==> config.mk <==
export PLATFORM = sky130hd
export DESIGN_NAME = sspg_top
export DESIGN_NICKNAME = d
export VERILOG_FILES = /design/src/rtl/sspg_pkg.sv /design/src/rtl/sspg_wd_timer.sv /design/src/rtl/sspg_top.sv
export SDC_FILE = /design/constraint.sdc
export NUM_CORES = 1
export LEC_CHECK = 0
export ABC_AREA = 1
export CAP_MARGIN = 15
export CORE_UTILIZATION = 35
export CTS_BUF_LIST = sky130_fd_sc_hd__clkbuf_8
export CTS_CLUSTER_DIAMETER = 120
export CTS_CLUSTER_SIZE = 30
export DETAILED_ROUTE_END_ITERATION = 10
export DONT_BUFFER_PORTS = 1
export PLACE_DENSITY = 0.49
export REMOVE_ABC_BUFFERS = 1
export SLEW_MARGIN = 20
export SYNTH_ARGS = -nofsm -noshare
export SYNTH_HDL_FRONTEND = slang
export SYNTH_SLANG_ARGS = --single-unit
==> constraint.sdc <==
create_clock -name clock -period 2 [get_ports clock]
set_input_delay 0.1 -clock clock [delete_from_list [all_inputs] [get_ports clock]]
set_output_delay 0.1 -clock clock [all_outputs]
set_load 0.05 [all_outputs]
==> src/rtl/sspg_pkg.sv <==
// Shared constants and carrier types for the supervisor status and gating block.
// Assumes a single 20 MHz clock and an AHB-Lite register port with 32-bit data.
package sspg_pkg;
   // ****************************************************************
   // Register map
   // ****************************************************************
   localparam logic [7:0] ctrl_addr   = 8'h00;
   localparam logic [7:0] status_addr = 8'h04;
   localparam logic [7:0] flags_addr  = 8'h08;
   localparam logic [7:0] kicks_addr  = 8'h0c;
   localparam int         addr_w      = 8;
   // Control fields
   localparam int ctrl_wd_enable_bit  = 0;
   localparam int ctrl_wd_clear_bit   = 1;
   localparam logic [31:0] ctrl_reset = 32'h0000_0001;
   // Status fields
   localparam int st_timeout_bit  = 0;
   localparam int st_ce_gate_bit  = 1;
   localparam int st_warn_bit     = 2;
   localparam int st_batt_bit     = 3;
   localparam int st_backup_bit   = 4;
   localparam int st_reset_bit    = 5;
   localparam int st_lowline_bit  = 6;
   localparam int st_wd_level_bit = 7;
   // ****************************************************************
   // AHB constants
   // ****************************************************************
   localparam logic [1:0] htrans_nonseq = 2'b10;
   localparam logic [2:0] hsize_word    = 3'b010;
   localparam logic [31:0] zero_word    = 32'h0000_0000;
   // ****************************************************************
   // Timing
   // ****************************************************************
   localparam int clock_hz        = 20_000_000;
   // Watchdog period in ms, as the default long timeout
   localparam int wd_period_ms    = 1600;
   localparam int wd_period_cyc   = (clock_hz / 1000) * wd_period_ms;
   // ****************************************************************
   // Carriers
   // ****************************************************************
   typedef struct packed {
      logic below_reset;
      logic below_batt;
      logic pf_sense_low;
   } sspg_analog_type;
   typedef struct packed {
      logic watchdog_timeout_status_n;
      logic ce_out_n;
      logic power_fail_warning_n;
      logic battery_active_out;
      logic reset_out_n;
      logic reset_out;
      logic low_line_n;
   } sspg_outs_type;
   typedef enum {
      sspg_wd_run,
      sspg_wd_expired
   } sspg_wd_state_type;
endpackage : sspg_pkg

==> src/rtl/sspg_wd_timer.sv <==
// Watchdog expiry counter for the supervisor status block.
// Assumes the parent gives a restart pulse on every watchdog input edge outside backup.
`timescale 1ns/1ps
module sspg_wd_timer #(
   parameter int period_cyc = sspg_pkg::wd_period_cyc
) (
   input  wire logic clock,
   input  wire logic srst,
   input  wire logic enable,
   input  wire logic restart,
   output logic      expire
);
   localparam int cnt_w = $clog2(period_cyc + 1);
   localparam logic [cnt_w-1:0] last = cnt_w'(period_cyc - 1);
   logic [cnt_w-1:0] count_q;
   logic [cnt_w-1:0] count_d;
   logic             expire_q;
   logic             expire_d;

   always_comb
   begin
      count_d  = count_q;
      expire_d = 1'b0;
      if (restart || !enable)
      begin
         count_d = '0;
      end
      else if (count_q == last)
      begin
         // Restarts itself so a stuck input keeps producing timeouts
         count_d  = '0;
         expire_d = 1'b1;
      end
      else
      begin
         count_d = count_q + cnt_w'(1);
      end
   end

   always_ff @(posedge clock)
   begin
      if (srst)
      begin
         count_q  <= '0;
         expire_q <= 1'b0;
      end
      else
      begin
         count_q  <= count_d;
         expire_q <= expire_d;
      end
   end

   assign expire = expire_q;
endmodule : sspg_wd_timer

==> src/rtl/sspg_top.sv <==
// Status outputs, RAM chip-enable gating and power-fail warning of a supply supervisor.
// Assumes analog comparator results arrive as flags synchronous to clock.
//
// Local design decisions: the register addresses and the AHB-Lite register port.
`timescale 1ns/1ps
module sspg_top #(
   parameter int wd_period_cyc = sspg_pkg::wd_period_cyc
) (
   input  wire logic                     clock,
   input  wire logic                     srst,
   // AHB-Lite slave
   input  wire logic                     hsel,
   input  wire logic [31:0]              haddr,
   input  wire logic [1:0]               htrans,
   input  wire logic                     hwrite,
   input  wire logic [2:0]               hsize,
   input  wire logic [31:0]              hwdata,
   input  wire logic                     hready,
   output logic      [31:0]              hrdata,
   output logic                          hreadyout,
   output logic                          hresp,
   // Analog flags and pins
   input  wire sspg_pkg::sspg_analog_type analog,
   input  wire logic                     watchdog_kick_in,
   input  wire logic                     ce_in_n,
   input  wire logic                     timebase_in,
   input  wire logic                     timebase_select,
   input  wire logic                     reset_pulse_active,
   output sspg_pkg::sspg_outs_type       outs
);
   // ****************************************************************
   // Mode decode
   // ****************************************************************
   logic backup;
   logic supply_bad;
   assign backup     = analog.below_batt;
   assign supply_bad = analog.below_reset | analog.below_batt;

   // ****************************************************************
   // Register bus
   // ****************************************************************
   logic                     wr_pend_q;
   logic                     wr_pend_d;
   logic [sspg_pkg::addr_w-1:0] addr_q;
   logic [sspg_pkg::addr_w-1:0] addr_d;
   logic [31:0]              ctrl_q;
   logic [31:0]              ctrl_d;
   logic [31:0]              rdata_q;
   logic [31:0]              rdata_d;
   logic [31:0]              kicks_q;
   logic [31:0]              kicks_d;
   logic [31:0]              status_word;
   logic                     take;
   logic                     wd_clear;

   function automatic logic [31:0] read_mux(
      input logic [sspg_pkg::addr_w-1:0] a,
      input logic [31:0]              c,
      input logic [31:0]              s,
      input logic [31:0]              k,
      input sspg_pkg::sspg_analog_type f
   );
      logic [31:0] r;
      r = sspg_pkg::zero_word;
      unique case (a)
         sspg_pkg::ctrl_addr:   r = c;
         sspg_pkg::status_addr: r = s;
         sspg_pkg::flags_addr:  r = {29'h0000_0000, f};
         sspg_pkg::kicks_addr:  r = k;
         default:               r = sspg_pkg::zero_word;
      endcase
      return r;
   endfunction : read_mux

   assign take = hsel && hready && (htrans == sspg_pkg::htrans_nonseq);

   always_comb
   begin
      wr_pend_d = 1'b0;
      addr_d    = addr_q;
      ctrl_d    = ctrl_q;
      rdata_d   = rdata_q;
      wd_clear  = 1'b0;
      if (wr_pend_q && addr_q == sspg_pkg::ctrl_addr)
      begin
         ctrl_d   = sspg_pkg::zero_word;
         ctrl_d[sspg_pkg::ctrl_wd_enable_bit] = hwdata[sspg_pkg::ctrl_wd_enable_bit];
         // Writing the clear bit forces status high unless the timer expires that cycle; the bit is not stored
         wd_clear = hwdata[sspg_pkg::ctrl_wd_clear_bit];
      end
      if (take)
      begin
         addr_d    = haddr[sspg_pkg::addr_w-1:0];
         wr_pend_d = hwrite;
         if (!hwrite)
         begin
            rdata_d = read_mux(haddr[sspg_pkg::addr_w-1:0], ctrl_q, status_word,
                               kicks_q, analog);
         end
      end
   end

   always_ff @(posedge clock)
   begin
      if (srst)
      begin
         wr_pend_q <= 1'b0;
         addr_q    <= '0;
         ctrl_q    <= sspg_pkg::ctrl_reset;
         rdata_q   <= sspg_pkg::zero_word;
      end
      else
      begin
         wr_pend_q <= wr_pend_d;
         addr_q    <= addr_d;
         ctrl_q    <= ctrl_d;
         rdata_q   <= rdata_d;
      end
   end

   // Zero wait states; every access is OKAY
   assign hrdata    = rdata_q;
   assign hreadyout = 1'b1;
   assign hresp     = 1'b0;

   // ****************************************************************
   // Watchdog status
   // ****************************************************************
   logic                        kick_prev_q;
   logic                        kick_prev_d;
   logic                        kick_edge;
   logic                        expire;
   sspg_pkg::sspg_wd_state_type wd_state_q;
   sspg_pkg::sspg_wd_state_type wd_state_d;

   // Backup disconnects the input, so no edge is seen there
   assign kick_edge = !backup && (watchdog_kick_in != kick_prev_q);

   sspg_wd_timer #(
      .period_cyc (wd_period_cyc)
   ) u_timer (
      .clock   (clock),
      .srst    (srst),
      .enable  (ctrl_q[sspg_pkg::ctrl_wd_enable_bit] && !backup && !analog.below_reset),
      .restart (kick_edge),
      .expire  (expire)
   );

   always_comb
   begin
      kick_prev_d = watchdog_kick_in;
      kicks_d     = kick_edge ? kicks_q + 32'h0000_0001 : kicks_q;
      wd_state_d  = wd_state_q;
      unique case (wd_state_q)
         sspg_pkg::sspg_wd_run:
         begin
            if (expire && !kick_edge)
            begin
               wd_state_d = sspg_pkg::sspg_wd_expired;
            end
         end
         sspg_pkg::sspg_wd_expired:
         begin
            // A fresh expiry in the same cycle outranks a software clear
            if (kick_edge || (wd_clear && !expire))
            begin
               wd_state_d = sspg_pkg::sspg_wd_run;
            end
         end
      endcase
      if (analog.below_reset || backup)
      begin
         wd_state_d = sspg_pkg::sspg_wd_run;
      end
   end

   always_ff @(posedge clock)
   begin
      if (srst)
      begin
         kick_prev_q <= 1'b0;
         kicks_q     <= sspg_pkg::zero_word;
         wd_state_q  <= sspg_pkg::sspg_wd_run;
      end
      else
      begin
         kick_prev_q <= kick_prev_d;
         kicks_q     <= kicks_d;
         wd_state_q  <= wd_state_d;
      end
   end

   // ****************************************************************
   // Output stage
   // ****************************************************************
   sspg_pkg::sspg_outs_type outs_q;
   sspg_pkg::sspg_outs_type outs_d;

   // Registered for clean pins; the one-cycle lag is the price of glitch-free gating
   always_comb
   begin
      outs_d.watchdog_timeout_status_n =
         (wd_state_d != sspg_pkg::sspg_wd_expired);
      outs_d.ce_out_n = supply_bad ? 1'b1 : ce_in_n;
      outs_d.power_fail_warning_n = backup ? 1'b0 : !analog.pf_sense_low;
      outs_d.battery_active_out   = backup;
      outs_d.reset_out_n = !(backup || analog.below_reset || reset_pulse_active);
      outs_d.reset_out   = backup || analog.below_reset || reset_pulse_active;
      outs_d.low_line_n  = !(backup || analog.below_reset);
   end

   always_ff @(posedge clock)
   begin
      if (srst)
      begin
         outs_q <= '{watchdog_timeout_status_n: 1'b1, ce_out_n: 1'b1,
                     power_fail_warning_n: 1'b1, battery_active_out: 1'b0,
                     reset_out_n: 1'b0, reset_out: 1'b1, low_line_n: 1'b1};
      end
      else
      begin
         outs_q <= outs_d;
      end
   end

   assign outs = outs_q;

   always_comb
   begin
      status_word = sspg_pkg::zero_word;
      status_word[sspg_pkg::st_timeout_bit]  = !outs_q.watchdog_timeout_status_n;
      status_word[sspg_pkg::st_ce_gate_bit]  = supply_bad;
      status_word[sspg_pkg::st_warn_bit]     = outs_q.power_fail_warning_n;
      status_word[sspg_pkg::st_batt_bit]     = outs_q.battery_active_out;
      status_word[sspg_pkg::st_backup_bit]   = backup;
      status_word[sspg_pkg::st_reset_bit]    = outs_q.reset_out;
      status_word[sspg_pkg::st_lowline_bit]  = outs_q.low_line_n;
      status_word[sspg_pkg::st_wd_level_bit] = kick_prev_q;
   end

   // Timebase pins are kept for pin compatibility; period is fixed here
   logic unused_timebase;
   assign unused_timebase = timebase_in ^ timebase_select ^ hsize[0];
endmodule : sspg_top

==> results.py <==
metrics = {
    "status": {
        "status": "completed",
    },
    "min_path": {
        "hold_path.class": "in -> reg",
    },
    "die": {
        "core_mm2": 0.0179,
        "fp-row-count": 49,
        "start_util_pct": 35.7,
        "ioPinCount": 123,
        "die_y_um": 137,
        "die_w_um": 137,
        "die_area_mm2": 0.0188,
    },
    "yosys": {
        "synth_ff_type": "dfxtp_1",
        "synth-seq-cells": 140,
        "ys_top_cells_by_area": "dfxtp_1, nand2_1, nor2_1, a21oi_1, nand3_1",
        "synth_edf_count": 0,
        "postSynthAreaPerCell_um2": 7.22,
        "syn_area_mm2": 0.00638,
        "synth.most_common_cell": "nand2_1",
        "yosysUniqueCellTypes": 44,
        "syn_inst": 884,
        "synth.largest_area_cell": "dfxtp_1",
        "synth_top_area_share_pct": 43.9,
        "synth_commonest_cells": "nand2_1, dfxtp_1, nor2_1, inv_1, a21oi_1",
        "yosys_warnings": 0,
        "synth-seq-area-share_pct": 43.9,
        "synthArstFlopShare_pct": 0,
    },
    "setup_path": {
        "cp-start-kind": "primary input",
        "critPathMaxFanout": 24,
        "worstSetupEndpointType": "register",
        "required_ns": 2.40,
        "crit_family": "buffers and inverters",
        "path_class": "in -> reg",
        "crit_arrival_ns": 2.28,
        "timing.critical_path.mode_cell": "dlygate4sd3_1",
        "worstPathCellList": "dlygate4sd3_1, inv_1, nand2_1, nor3_1, nand2_2, inv_4, nand3_1, a21oi_1, dlygate4sd3_1",
        "crit_buf_inv": 4,
        "slowest_stage": "dlygate4sd3_1",
        "critPathMaxStageDelay_ns": 0.55,
    },
    "global_route": {
        "antenna_found_initial": 0,
        "grt_pass1_vias": 5176,
        "grt_pass1_wl_um": 25200,
        "grt_max_degree": 61,
        "grt_overflow_total": 0,
        "grt.total_usage_pct": 17.3,
    },
    "layout": {
        "drive_gt1_share_pct": 12.2,
        "area_delta_synth_final_pct": 13.5,
        "num-nets-final": 986,
        "diodes": 0,
        "instances_no_fill": 1144,
        "final_cell_area_mm2": 0.00725,
    },
    "placed_design": {
        "gp_congestion": 0.781,
        "post-place-ws_ns": 0.230,
        "dpl_cell_area_mm2": 0.00661,
        "dp.cells": 1093,
        "io_buffers": 0,
        "hpwl_um": 10400,
    },
    "cts": {
        "cts_tree": "yes",
        "cts_buffers": 17,
        "cts_sinks": 140,
        "cts-root-buf": "clkbuf_8",
        "htreeDepth": 4,
        "clockBufferDepth": 2,
        "worst_skew_pair.late_latency_ns": 0.45,
        "path_clk_slew_ns": 0.08,
    },
    "sta": {
        "slew_headroom_pct": 60.4,
        "hold_violations": 0,
        "final.setup.worst_slack_ns": 0.125,
        "finalCritPeriodShare_pct": 93.8,
        "min_period_ns": 1.88,
        "skew_ns": 0.0119,
        "slew_violations": 0,
        "worst_pin_slew_ns": 0.593,
        "timing.fmax_ghz": 0.533,
        "setup_viol": 0,
        "rsz0062_at_grt": "no",
    },
    "drt": {
        "wl_um": 15100,
        "firstDrtPassIters": 4,
        "avgViaCountPerCell": 4.74,
        "route.detailed.drc": 0,
        "drtIter0Drc": 281,
        "vias": 5418,
        "ant_nets": 0,
        "detail_route.wl_per_cell_um": 13.2,
    },
    "power": {
        "leakage_nw": 2.51,
        "fin_total_pwr_mw": 5.50,
        "p_per_area_mw_per_mm2": 759,
        "irDropWorstVdd_uv": 390,
    },
    "run": {
        "max_cap_violations": 0,
    },
}
tightest hold or removal path, delay by kind of cell:
| family | cells | cell delay, ns |
|---|---|---|
| AO/OA/AOI/OAI | 3 | 0.27 |
| AND/OR/NAND/NOR | 1 | 0.06 |
timing repair:
action                                 in CTS  in global routing
gates resized for setup                     0                  2
buffers inserted                            0                  0
setup endpoints to repair                   0                  1
endpoints found under the hold margin      75                  0
hold buffers                               19                  0
placed cells by master, fill, tap and decap left out, types with 2 or more instances in the layout:
cell           Yosys  layout
nand2_1          199     199
dfxtp_1          140     140
nor2_1           137     137
inv_1             66      68
a21oi_1           61      61
nand3_1           57      57
o21ai_0           30      30
nor3_1            20      20
clkbuf_8           0      18
dlygate4sd3_1      0      18
nand4_1           17      17
buf_4              5      16
o211ai_1          15      15
nor2_2            10      10
nand2_2           10      10
or2_2              9       9
a21oi_2            9       9
xor2_1             9       9
nor4_1             6       6
inv_2              7       6
nor2_4             6       6
nand3b_1           5       5
xnor2_1            5       5
clkinv_2           0       5
nand3_2            4       4
bufinv_16          0       4
a31oi_1            3       3
nor3_4             2       2
inv_4              1       2
nor3_2             2       2
o22ai_1            2       2
o21a_1             2       2
ha_1               2       2
conb_1             2       2
clkinv_4           0       2
final timing paths:
path                      start                   to  slack [ns]  cells past startpoint
min reg2reg  u_timer.count_q[0]   u_timer.count_q[0]        0.45                      1
max                    haddr[0]           hrdata[17]        0.12                      9
max reg2reg  u_timer.count_q[0]  u_timer.count_q[17]        0.24                      8
min                   analog[1]            hrdata[1]        0.02                      4
where the power goes:
group / leakage [nW] / internal [mW] / switching, mW
Combinational: 1.16 / 0.0684 / 0.152
Clock: 0.225 / 1.37 / 1.09
Sequential: 1.13 / 2.80 / 0.0122
through the flow:
| step | hold WS, ns | utilization [%] | setup TNS, ns |
|---|---|---|---|
| 2_1_floorplan | 0.169 | - | -5.40 |
| 3_3_place_gp | 0.175 | 36.9 | 0 |
| 3_5_place_dp | 0.177 | 36.9 | 0 |
| 4_1_cts | 0.000785 | 40.5 | 0 |
| 5_1_grt | 0.0334 | 40.5 | 0 |
| 6_report | 0.0150 | 40.5 | 0 |
flip-flops by register name (all words and copies together), names as in the netlist:
signal,count
hrdata,32
kicks_q,32
wd_state_q,32
u_timer.count_q,25
addr_q,8
outs,7
ctrl_q,1
kick_prev_q,1
u_timer.expire,1
wr_pend_q,1
metal layers:
| metal | GRT usage (%) | vias to the layer above | wire [um] |
|---|---|---|---|
| li1 | - | 2898 | - |
| met1 | 22.3 | 2441 | 7450 |
| met2 | 28.0 | 61 | 7040 |
| met3 | 3.63 | 18 | 325 |
| met4 | 7.08 | 0 | 269 |
| met5 | 0 | - | 0 |
cells by family (layout without fill, tap and decap cells):
group | after synthesis | in the layout | share of synthesized area [%]
AOI/OAI and AO/OA | 123 | 123 | 10.9
xor gates and xnor gates | 14 | 14 | 1.92
adders and majority gates | 2 | 2 | 0.392
buffers and inverters | 112 | 143 | 7.56
DFF | 140 | 140 | 43.9
other | 2 | 2 | 0.118
and+or+nand+nor | 491 | 491 | 35.2
cell type report:
class	count	area, um2
fill	1917	10700
multi-input combinational	632	3100
sequential	140	2800
timing repair buffer	36	348
inverter	75	287
tap	229	287
clock buffer	18	248
clock inverter	14	178
Power figures use the tool's default switching activity.
